--- src/design/rtc_pkg.sv ---
// Purpose: Shared constants and types for the interval timer and clock
// Assumes: 8-bit register port, 50 MHz system clock, 32.768 kHz crystal
// Notes:   Offsets are byte addresses on the register port
package rtc_pkg;

  // ----------------------------------------------------------------
  // Register offsets
  // ----------------------------------------------------------------
  localparam logic [7:0] ADDR_CONTROL   = 8'hA1;
  localparam logic [7:0] ADDR_SUB_SEC   = 8'hA2;
  localparam logic [7:0] ADDR_SECONDS   = 8'hA3;
  localparam logic [7:0] ADDR_MINUTES   = 8'hA4;
  localparam logic [7:0] ADDR_HOURS     = 8'hA5;
  localparam logic [7:0] ADDR_INTERVAL  = 8'hA6;
  localparam logic [7:0] ADDR_INT_COUNT = 8'hA7;

  // ----------------------------------------------------------------
  // Control register fields
  // ----------------------------------------------------------------
  localparam int CTL_CLOCK_EN  = 0;
  localparam int CTL_COUNT_EN  = 1;
  localparam int CTL_MATCH     = 2;
  localparam int CTL_SINGLE    = 3;
  localparam int CTL_TB_LOW    = 4;
  localparam int CTL_TB_HIGH   = 5;
  localparam int CTL_RESV_ONE  = 6;

  // ----------------------------------------------------------------
  // Reset values and count limits
  // ----------------------------------------------------------------
  localparam logic [7:0] ZERO_BYTE     = 8'h00;
  localparam logic [7:0] ONE_BYTE      = 8'h01;
  localparam logic [7:0] PRESCALE_LAST = 8'hFF;
  localparam logic [7:0] SUB_SEC_LAST  = 8'h7F;
  localparam logic [7:0] SECONDS_LAST  = 8'h3B;
  localparam logic [7:0] MINUTES_LAST  = 8'h3B;
  localparam logic [7:0] HOURS_LAST    = 8'h17;

  // ----------------------------------------------------------------
  // Timing
  // ----------------------------------------------------------------
  localparam int XTAL_HZ           = 32768;
  localparam int CLK_PERIOD_NS     = 20;
  localparam int CLEAR_HOLD_NS     = 30500;
  localparam int CLEAR_HOLD_CYCLES =
    (CLEAR_HOLD_NS + CLK_PERIOD_NS - 1) / CLK_PERIOD_NS;

  // Timebase select, codes in select order
  typedef enum logic [1:0] {
    TB_FRACTION,
    TB_SECONDS,
    TB_MINUTES,
    TB_HOURS
  } timebase_t;

endpackage : rtc_pkg

--- src/design/rtc_time_if.sv ---
// Purpose: Carrier between control logic and the time counter chain
// Assumes: One clock domain, clk_sys
// Notes:   Ticks are single-cycle strobes
`timescale 1ns/1ps
interface rtc_time_if;
  logic              xtal_tick;
  logic              run;
  logic              clear;
  logic              wr_en;
  rtc_pkg::timebase_t wr_target;
  logic [7:0]        wr_data;
  logic [7:0]        sub_sec;
  logic [7:0]        seconds;
  logic [7:0]        minutes;
  logic [7:0]        hours;
  logic              fraction_tick;
  logic              second_tick;
  logic              minute_tick;
  logic              hour_tick;

  modport ctrl (output xtal_tick, run, clear, wr_en, wr_target, wr_data,
                input sub_sec, seconds, minutes, hours,
                fraction_tick, second_tick, minute_tick, hour_tick);
  modport counter (input xtal_tick, run, clear, wr_en, wr_target, wr_data,
                   output sub_sec, seconds, minutes, hours,
                   fraction_tick, second_tick, minute_tick, hour_tick);
endinterface : rtc_time_if

--- src/design/interval_timer_rtc.sv ---
// Purpose: Interval timer with real-time clock timebase
// Assumes: Crystal pin is asynchronous; warm reset is on clk_sys
// Notes:   Register reads answer one cycle after the read strobe
//
// How it works
// - Timebase field picks fraction, seconds, minutes or hours ticks.
// - Single-shot mode clears the counter enable at a timeout.
// - Periodic mode reloads the counter at each timeout and keeps counting.
// - Match flag sets when a tick would bring the interval count to the compare value.
// - Counter enable runs the counter; low stops and zeroes it.
// - Clock enable passes crystal edges to prescaler and counters.
// - Clock enable low stops the chain and zeroes prescaler and times.
// - Time register writes only take effect while clock enable is low.
// - Compare register holds an 8-bit value from 0 to 255.
// - Match flag is bit 2 and raises the interrupt when enabled.
// - Sub-second counts 0 to 127 each 1/128 s, carrying into seconds.
// - Sub-second zero at power-on; warm reset keeps it if clock enabled.
// - Seconds count 0 to 59 then carry into minutes.
// - Minutes count 0 to 59 then carry into hours.
// - Hours count 0 to 23 then wrap to zero.
// - Interval counter advances on each carry into the selected register.
`timescale 1ns/1ps
module interval_timer_rtc
(
  // Clock and resets
  input  wire logic       clk_sys,
  input  wire logic       resetn,
  input  wire logic       warm_resetn,
  // Crystal pin
  input  wire logic       xtal_32k,
  // Register port
  input  wire logic [7:0] reg_addr,
  input  wire logic [7:0] reg_wdata,
  input  wire logic       reg_write,
  input  wire logic       reg_read,
  output logic      [7:0] reg_rdata,
  // Interrupt side
  input  wire logic       interval_irq_enable,
  output logic            interval_irq,
  output logic            interval_timeout,
  output logic            time_running
);

  // ----------------------------------------------------------------
  // Declarations
  // ----------------------------------------------------------------
  rtc_time_if tb ();

  logic       xtal_meta;
  logic       xtal_sync;
  logic       xtal_last;
  logic       xtal_tick;

  logic       time_clock_enable;
  logic       interval_counter_enable;
  logic       interval_match_flag;
  logic       single_shot_select;
  logic [1:0] timebase_select;
  logic       reserved_one;

  logic [7:0] interval_compare_value;
  logic [7:0] time_interval_counter;
  logic       time_clear_pending;

  logic       ctl_write;
  logic       cmp_write;
  logic       time_write;
  logic       tb_tick;
  logic       timeout;
  logic       warm;
  logic [7:0] control_view;
  logic [7:0] next_rdata;

  // Register hit on a given offset
  function automatic logic hit(input logic [7:0] a, input logic [7:0] off);
    hit = (a == off);
  endfunction : hit

  // ----------------------------------------------------------------
  // Crystal pin synchroniser
  // ----------------------------------------------------------------

  // Two flops before use; edge detect compares the second with a third
  always_ff @(posedge clk_sys or negedge resetn)
  begin
    if (!resetn)
    begin
      xtal_meta <= 1'b0;
      xtal_sync <= 1'b0;
      xtal_last <= 1'b0;
    end
    else
    begin
      xtal_meta <= xtal_32k;
      xtal_sync <= xtal_meta;
      xtal_last <= xtal_sync;
    end
  end

  // One strobe per crystal rising edge
  assign xtal_tick = xtal_sync && !xtal_last;

  // ----------------------------------------------------------------
  // Write decode
  // ----------------------------------------------------------------

  // Warm reset is synchronous and level, same domain
  assign warm      = !warm_resetn;
  assign ctl_write = reg_write && hit(reg_addr, rtc_pkg::ADDR_CONTROL);
  assign cmp_write = reg_write && hit(reg_addr, rtc_pkg::ADDR_INTERVAL);

  // Time writes are dropped while the clock runs
  assign time_write = reg_write && !time_clock_enable && !warm &&
                      (hit(reg_addr, rtc_pkg::ADDR_SUB_SEC) ||
                       hit(reg_addr, rtc_pkg::ADDR_SECONDS) ||
                       hit(reg_addr, rtc_pkg::ADDR_MINUTES) ||
                       hit(reg_addr, rtc_pkg::ADDR_HOURS));

  // ----------------------------------------------------------------
  // Time chain hookup
  // ----------------------------------------------------------------

  // Target follows the address order of the four time registers
  always_comb
  begin
    tb.wr_target = rtc_pkg::TB_FRACTION;
    unique case (reg_addr)
      rtc_pkg::ADDR_SECONDS: tb.wr_target = rtc_pkg::TB_SECONDS;
      rtc_pkg::ADDR_MINUTES: tb.wr_target = rtc_pkg::TB_MINUTES;
      rtc_pkg::ADDR_HOURS:   tb.wr_target = rtc_pkg::TB_HOURS;
      default:               tb.wr_target = rtc_pkg::TB_FRACTION;
    endcase
  end

  assign tb.xtal_tick = xtal_tick;
  assign tb.run       = time_clock_enable;
  assign tb.wr_en     = time_write;
  assign tb.wr_data   = reg_wdata;

  // Clear lands on a crystal edge, or at once on a warm reset
  // with the clock stopped; a running clock survives warm reset
  assign tb.clear = !time_clock_enable &&
                    ((time_clear_pending && xtal_tick) || warm);

  time_chain u_time_chain
  (
    .clk_sys (clk_sys),
    .resetn  (resetn),
    .tb      (tb.counter)
  );

  // ----------------------------------------------------------------
  // Clear sequencing after clock enable drops
  // ----------------------------------------------------------------

  // Armed by the falling enable, spent at the next crystal edge;
  // re-enabling first leaves the times untouched
  always_ff @(posedge clk_sys or negedge resetn)
  begin
    if (!resetn)
      time_clear_pending <= 1'b0;
    else if (time_clock_enable && ctl_write &&
             !reg_wdata[rtc_pkg::CTL_CLOCK_EN])
      time_clear_pending <= 1'b1;
    else if (time_clock_enable || xtal_tick)
      time_clear_pending <= 1'b0;
  end

  // ----------------------------------------------------------------
  // Control register
  // ----------------------------------------------------------------

  // Clock enable survives warm reset so the clock keeps time
  always_ff @(posedge clk_sys or negedge resetn)
  begin
    if (!resetn)
      time_clock_enable <= 1'b0;
    else if (ctl_write && !warm)
      time_clock_enable <= reg_wdata[rtc_pkg::CTL_CLOCK_EN];
  end

  // Mode fields; the reserved bit is stored as written
  always_ff @(posedge clk_sys or negedge resetn)
  begin
    if (!resetn)
    begin
      single_shot_select <= 1'b0;
      timebase_select    <= 2'h0;
      reserved_one       <= 1'b0;
    end
    else if (warm)
    begin
      single_shot_select <= 1'b0;
      timebase_select    <= 2'h0;
      reserved_one       <= 1'b0;
    end
    else if (ctl_write)
    begin
      single_shot_select <= reg_wdata[rtc_pkg::CTL_SINGLE];
      timebase_select    <= reg_wdata[rtc_pkg::CTL_TB_HIGH:rtc_pkg::CTL_TB_LOW];
      reserved_one       <= reg_wdata[rtc_pkg::CTL_RESV_ONE];
    end
  end

  // Counter enable; a software write beats the single-shot clear
  always_ff @(posedge clk_sys or negedge resetn)
  begin
    if (!resetn)
      interval_counter_enable <= 1'b0;
    else if (warm)
      interval_counter_enable <= 1'b0;
    else if (ctl_write)
      interval_counter_enable <= reg_wdata[rtc_pkg::CTL_COUNT_EN];
    else if (timeout && single_shot_select)
      interval_counter_enable <= 1'b0;
  end

  // Match flag; a timeout in the clearing cycle still sets it
  always_ff @(posedge clk_sys or negedge resetn)
  begin
    if (!resetn)
      interval_match_flag <= 1'b0;
    else if (warm)
      interval_match_flag <= 1'b0;
    else if (timeout)
      interval_match_flag <= 1'b1;
    else if (ctl_write)
      interval_match_flag <= reg_wdata[rtc_pkg::CTL_MATCH];
  end

  // ----------------------------------------------------------------
  // Compare register
  // ----------------------------------------------------------------

  // Full byte range; zero means 256 ticks per interval
  always_ff @(posedge clk_sys or negedge resetn)
  begin
    if (!resetn)
      interval_compare_value <= rtc_pkg::ZERO_BYTE;
    else if (warm)
      interval_compare_value <= rtc_pkg::ZERO_BYTE;
    else if (cmp_write)
      interval_compare_value <= reg_wdata;
  end

  // ----------------------------------------------------------------
  // Interval counter
  // ----------------------------------------------------------------

  // Timebase picks which overflow advances the counter
  always_comb
  begin
    tb_tick = 1'b0;
    unique case (rtc_pkg::timebase_t'(timebase_select))
      rtc_pkg::TB_FRACTION: tb_tick = tb.fraction_tick;
      rtc_pkg::TB_SECONDS:  tb_tick = tb.second_tick;
      rtc_pkg::TB_MINUTES:  tb_tick = tb.minute_tick;
      rtc_pkg::TB_HOURS:    tb_tick = tb.hour_tick;
    endcase
  end

  // Timeout when the advanced count reaches the compare value
  assign timeout = interval_counter_enable && tb_tick &&
                   ((time_interval_counter + rtc_pkg::ONE_BYTE) ==
                    interval_compare_value);

  // Counter; zeroing with the enable low waits for a crystal edge,
  // which is why software must hold the enable low one period
  always_ff @(posedge clk_sys or negedge resetn)
  begin
    if (!resetn)
      time_interval_counter <= rtc_pkg::ZERO_BYTE;
    else if (warm)
      time_interval_counter <= rtc_pkg::ZERO_BYTE;
    else if (!interval_counter_enable)
    begin
      if (xtal_tick)
        time_interval_counter <= rtc_pkg::ZERO_BYTE;
    end
    else if (timeout)
      time_interval_counter <= rtc_pkg::ZERO_BYTE;
    else if (tb_tick)
      time_interval_counter <= time_interval_counter + rtc_pkg::ONE_BYTE;
  end

  // ----------------------------------------------------------------
  // Outputs
  // ----------------------------------------------------------------

  // Request follows the flag one cycle later, gated by the enable
  always_ff @(posedge clk_sys or negedge resetn)
  begin
    if (!resetn)
      interval_irq <= 1'b0;
    else
      interval_irq <= interval_match_flag && interval_irq_enable;
  end

  // Timeout strobe for the wakeup path
  always_ff @(posedge clk_sys or negedge resetn)
  begin
    if (!resetn)
      interval_timeout <= 1'b0;
    else
      interval_timeout <= timeout;
  end

  // Running level mirrors clock enable
  always_ff @(posedge clk_sys or negedge resetn)
  begin
    if (!resetn)
      time_running <= 1'b0;
    else
      time_running <= time_clock_enable;
  end

  // ----------------------------------------------------------------
  // Read path
  // ----------------------------------------------------------------

  // Top bit reads zero
  assign control_view = {1'b0, reserved_one, timebase_select,
                         single_shot_select, interval_match_flag,
                         interval_counter_enable, time_clock_enable};

  // Unmapped offsets read zero; reads change nothing
  always_comb
  begin
    next_rdata = rtc_pkg::ZERO_BYTE;
    if (reg_read)
    begin
      unique case (reg_addr)
        rtc_pkg::ADDR_CONTROL:   next_rdata = control_view;
        rtc_pkg::ADDR_SUB_SEC:   next_rdata = tb.sub_sec;
        rtc_pkg::ADDR_SECONDS:   next_rdata = tb.seconds;
        rtc_pkg::ADDR_MINUTES:   next_rdata = tb.minutes;
        rtc_pkg::ADDR_HOURS:     next_rdata = tb.hours;
        rtc_pkg::ADDR_INTERVAL:  next_rdata = interval_compare_value;
        rtc_pkg::ADDR_INT_COUNT: next_rdata = time_interval_counter;
        default:                 next_rdata = rtc_pkg::ZERO_BYTE;
      endcase
    end
  end

  // Data stands only in the cycle after the strobe
  always_ff @(posedge clk_sys or negedge resetn)
  begin
    if (!resetn)
      reg_rdata <= rtc_pkg::ZERO_BYTE;
    else
      reg_rdata <= next_rdata;
  end

endmodule : interval_timer_rtc

--- src/design/time_chain.sv ---
// Purpose: Prescaler and sub-second, seconds, minutes, hours counters
// Assumes: Caller gates writes to times when the clock is stopped
// Notes:   Values above a limit wrap on the next tick
`timescale 1ns/1ps
module time_chain
(
  // Clock and reset
  input  wire logic clk_sys,
  input  wire logic resetn,
  // Control side
  rtc_time_if.counter tb
);

  logic [7:0] prescale;

  // True when a counter sits at or past its last legal value
  function automatic logic at_last(input logic [7:0] v, input logic [7:0] last);
    at_last = (v >= last);
  endfunction : at_last

  // Carry chain
  assign tb.fraction_tick = tb.run && tb.xtal_tick &&
                            (prescale == rtc_pkg::PRESCALE_LAST);
  assign tb.second_tick = tb.fraction_tick &&
                          at_last(tb.sub_sec, rtc_pkg::SUB_SEC_LAST);
  assign tb.minute_tick = tb.second_tick &&
                          at_last(tb.seconds, rtc_pkg::SECONDS_LAST);
  assign tb.hour_tick = tb.minute_tick &&
                        at_last(tb.minutes, rtc_pkg::MINUTES_LAST);

  // Prescaler, divides crystal edges by 256
  always_ff @(posedge clk_sys or negedge resetn)
  begin
    if (!resetn)
      prescale <= rtc_pkg::ZERO_BYTE;
    else if (tb.clear)
      prescale <= rtc_pkg::ZERO_BYTE;
    else if (tb.run && tb.xtal_tick)
      prescale <= prescale + rtc_pkg::ONE_BYTE;
  end

  // Sub-second counter
  always_ff @(posedge clk_sys or negedge resetn)
  begin
    if (!resetn)
      tb.sub_sec <= rtc_pkg::ZERO_BYTE;
    else if (tb.clear)
      tb.sub_sec <= rtc_pkg::ZERO_BYTE;
    else if (tb.wr_en && tb.wr_target == rtc_pkg::TB_FRACTION)
      tb.sub_sec <= tb.wr_data;
    else if (tb.fraction_tick)
      tb.sub_sec <= tb.second_tick ? rtc_pkg::ZERO_BYTE
                                   : tb.sub_sec + rtc_pkg::ONE_BYTE;
  end

  // Seconds counter
  always_ff @(posedge clk_sys or negedge resetn)
  begin
    if (!resetn)
      tb.seconds <= rtc_pkg::ZERO_BYTE;
    else if (tb.clear)
      tb.seconds <= rtc_pkg::ZERO_BYTE;
    else if (tb.wr_en && tb.wr_target == rtc_pkg::TB_SECONDS)
      tb.seconds <= tb.wr_data;
    else if (tb.second_tick)
      tb.seconds <= tb.minute_tick ? rtc_pkg::ZERO_BYTE
                                   : tb.seconds + rtc_pkg::ONE_BYTE;
  end

  // Minutes counter
  always_ff @(posedge clk_sys or negedge resetn)
  begin
    if (!resetn)
      tb.minutes <= rtc_pkg::ZERO_BYTE;
    else if (tb.clear)
      tb.minutes <= rtc_pkg::ZERO_BYTE;
    else if (tb.wr_en && tb.wr_target == rtc_pkg::TB_MINUTES)
      tb.minutes <= tb.wr_data;
    else if (tb.minute_tick)
      tb.minutes <= tb.hour_tick ? rtc_pkg::ZERO_BYTE
                                 : tb.minutes + rtc_pkg::ONE_BYTE;
  end

  // Hours counter
  always_ff @(posedge clk_sys or negedge resetn)
  begin
    if (!resetn)
      tb.hours <= rtc_pkg::ZERO_BYTE;
    else if (tb.clear)
      tb.hours <= rtc_pkg::ZERO_BYTE;
    else if (tb.wr_en && tb.wr_target == rtc_pkg::TB_HOURS)
      tb.hours <= tb.wr_data;
    else if (tb.hour_tick)
      tb.hours <= at_last(tb.hours, rtc_pkg::HOURS_LAST) ? rtc_pkg::ZERO_BYTE
                                 : tb.hours + rtc_pkg::ONE_BYTE;
  end

endmodule : time_chain

--- config.mk ---
export PLATFORM = sky130hd
export DESIGN_NAME = interval_timer_rtc
export DESIGN_NICKNAME = d
export VERILOG_FILES = /design/src/design/rtc_pkg.sv /design/src/design/rtc_time_if.sv /design/src/design/interval_timer_rtc.sv /design/src/design/time_chain.sv
export SDC_FILE = /design/constraint.sdc
export NUM_CORES = 1
export LEC_CHECK = 0
export BUFFER_PORTS_ARGS = -buffer_cell sky130_fd_sc_hd__buf_2
export CAP_MARGIN = 10
export CORE_UTILIZATION = 38
export CTS_BUF_LIST = sky130_fd_sc_hd__clkbuf_2 sky130_fd_sc_hd__clkbuf_4 sky130_fd_sc_hd__clkbuf_8
export CTS_CLUSTER_DIAMETER = 30
export DETAILED_ROUTE_END_ITERATION = 7
export GPL_TIMING_DRIVEN = 0
export HOLD_SLACK_MARGIN = 0.08
export PLACE_DENSITY_LB_ADDON = 0.2
export SLEW_MARGIN = 20
export SYNTH_ARGS = -nofsm -noshare
export SYNTH_HDL_FRONTEND = slang
export SYNTH_SLANG_ARGS = --single-unit
--- constraint.sdc ---
create_clock -name clk_sys -period 2.36 [get_ports clk_sys]
set_input_delay 0.236 -clock clk_sys [delete_from_list [all_inputs] [get_ports clk_sys]]
set_output_delay 0.236 -clock clk_sys [all_outputs]
set_load 0.01 [all_outputs]
==> impl_metrics.tcl <==
set metrics [dict create \
    initial_utilization_pct 39.1 \
    hold_viol 0 \
    synth_edf_count 0 \
    avgViaCountPerCell 6.04 \
    first_iter_violations 432 \
    whs_path_depth 3 \
    areaGrowthSynthToFinish_pct 16.4 \
    dieHeight_um 113 \
    nFillCells 1174 \
    grt_usage_pct 23.2 \
    fin_crit_sh_pct 96.1 \
    htreeDepth 3 \
    pwr-share-comb_pct 6.6 \
    wl_per_cell_um 20.2 \
    setup_viol 0 \
    min_path_type "in2reg" \
    clockPowerShare_pct 41.0 \
    synthDistinctLibCells 72 \
    crit_type "reg2reg" \
    p_sw_share_pct 24.5 \
    ir_drop_v 0.000357 \
    max_freq_mhz 441 \
    crit_arrival_ns 2.55 \
    die-area_sq_mm 0.0128 \
    cap_violations 0 \
    relSlewSlack_pct 50.9 \
    rr_endpoint "u_time_chain.tb.seconds[3]" \
    clkTransAtPathRegs_ns 0.09 \
    maxSlewViolCount 0 \
    syn_nets 535 \
    min_period_ns 2.27 \
    die_w_um 113 \
    p_int_mw 1.95 \
    grt_pass1_vias 4011 \
    r2r-start "u_time_chain.tb.seconds[0]" \
    tritoncts "built" \
    synth_area_sq_mm 0.00470 \
    yosys_warnings 0 \
    p_leak_nw 2.33 \
    finalClockSkew_ns 0.0128 \
    fp-row-count 40 \
    vias 4297 \
    port_buffers 31 \
    hpwlAfterDp_um 10200 \
    drc_errors 0 \
    power_density_mw_per_mm2 471 \
    async_flop_share_pct 100 \
    reg2regPathDepth 6 \
    tightest_slew_ns 0.731 \
    synth_area_leader_cell "dfrtp_1" \
    cts_sinks 78 \
    outcome "finished clean" \
    avgSynthCellArea_sq_um 9.28 \
    overflow 0 \
    core_sq_mm 0.0120 \
    antenna_cells 0 \
    synth_flop_cell "dfrtp_1" \
    clk_latency_ns 0.36 \
    final_nets 588 \
    syn_inst 506 \
    ys_ff_latch 78 \
    grt_pass1_wl_um 22600 \
    r2r_slack_ns 0.09 \
    crit_fanout 7 \
    switching_power_uw 630 \
    seq_area_frac_synth_pct 41.6 \
    power.total_mw 2.58 \
    yosysMostFrequentCell "dfrtp_1" \
    routed_wl_um 14400 \
    cp.required_ns 2.64 \
    synth_top_area_share_pct 41.6 \
    cts-root-buf "clkbuf_8" \
    drt-pass1-iter-count 5 \
    pwr-share-seq_pct 52.4 \
    ant_nets 0 \
    antenna_found_initial 0 \
    synth_common_cells "78 x dfrtp_1, 55 x nand2_1, 38 x nor2_1" \
    netlist_top_cells_area "dfrtp_1 42%, nand2_1 4.4%, nand3_1 3.3%" \
    crit_path_end_kind "flop" \
    post-route-util_pct 45.5 \
    critPathLaunchType "flop" \
    rsz0062_at_grt "false" \
    crit_end "u_time_chain.tb.seconds[3]" \
    grt_max_degree 46 \
    drive_gt1_share_pct 19.0 \
    crit_start "u_time_chain.tb.seconds[0]" \
    pin_count 34 \
    numCtsBuffers 9 \
    cts_buffer_depth 2 \
    gp_congestion 0.879 \
]
through the flow:
step | area (sq um) | setup WS (ns) | hold slack, ns | TNS (ns) | std cells
floorplan | 4700 | 0.0481 | -0.0596 | 0 | 506
finish | 5470 | 0.0920 | 0.204 | 0 | 711
global placement | 5040 | -0.158 | 0.340 | -0.831 | 684
detailed placement | 5070 | -0.172 | 0.227 | -1.32 | 685
global route | 5470 | 0.00275 | 0.185 | 0 | 711
CTS | 5340 | -0.0448 | 0.0949 | -0.0932 | 707
critical path, stage by stage, from the launching register on:
cell and delay (ns):
dfrtp_2 0.44, ha_4 0.17, o2111a_1 0.24, nor3_1 0.42, nand3_1 0.33, or3_1 0.41, a31oi_1 0.18
how the worst min path moves through the flow:
| stage | startpoint | to |
|---|---|---|
| global placement | xtal_meta | xtal_sync |
| global route | reg_wdata[7] | u_time_chain.tb.seconds[7] |
| floorplan | resetn | interval_compare_value[0] |
| detailed placement | resetn | u_time_chain.tb.hours[4] |
| CTS | interval_irq_enable | interval_irq |
| finish | reg_wdata[7] | u_time_chain.tb.seconds[7] |
sequential cells by signal (all words and copies together), names as in the netlist:
register                 count
interval_compare_value       8
reg_rdata                    8
time_interval_counter        8
u_time_chain.prescale        8
u_time_chain.tb.hours        8
u_time_chain.tb.minutes      8
u_time_chain.tb.seconds      8
u_time_chain.tb.sub_sec      8
timebase_select              2
interval_counter_enable      1
interval_irq                 1
interval_match_flag          1
interval_timeout             1
reserved_one                 1
single_shot_select           1
tb.run                       1
time_clear_pending           1
time_running                 1
xtal_last                    1
xtal_meta                    1
xtal_sync                    1
final cells by class:
class / count / area, sq um / share of cell area (%)
plain buffers: 25 / 108 / 1.97
clock buffers: 12 / 159 / 2.91
clock inverters: 4 / 45.0 / 0.824
inverters: 8 / 30.0 / 0.549
multi-input cells: 393 / 2700 / 49.4
flip-flops and latches: 78 / 1960 / 35.8
well taps: 147 / 184 / 3.37
repair buffers: 44 / 283 / 5.17
metal layers:
metal / up-vias / part of all wire, % / GRT usage (%)
met2: 184 / 46 / 35.5
met4: 0 / 2.0 / 7.63
li1: 1993 / - / -
met5: - / 0 / 0
met3: 22 / 7.1 / 4.87
met1: 2098 / 45 / 32.8
power groups by stage:
stage,clock [mW],sequential (mW),combinational [mW]
global route,1.15,1.35,0.186
global placement,0,1.37,0.159
CTS,1.09,1.35,0.169
floorplan,0,1.37,0.0628
detailed placement,0,1.37,0.165
finish,1.06,1.35,0.171
timing repair:
| action | CTS | global route |
|---|---|---|
| setup endpoints to repair | 19 | 24 |
| endpoints found under the hold margin | 34 | 1 |
| setup buffers | 4 | 5 |
| resized for setup | 6 | 18 |
| hold buffers | 2 | 1 |
| pin swaps | 2 | 6 |
cells by family after synthesis:
| family | after synthesis | share of synthesized area (%) |
|---|---|---|
| xor gates and xnor gates | 22 | 4.10 |
| DFF | 78 | 41.6 |
| adders and majority gates | 6 | 1.60 |
| AOI/OAI and AO/OA | 132 | 18.9 |
| and+or+nand+nor | 215 | 25.8 |
| buffers and inverters | 35 | 3.22 |
| muxes | 18 | 4.79 |
cell usage in the layout, fill, tap and decap left out, drive strengths merged, types with 7 or more instances in the layout:
cell,n
dfrtp,78
nand2,55
buf,52
nor2,39
nand3,31
a21oi,27
clkbuf,26
o21ai,25
a22oi,16
nor3,14
nor2b,12
xnor2,12
xor2,10
a31oi,10
mux2i,9
and3,9
inv,8
and2,7
or3,7
(Power assumes the default switching activity.)
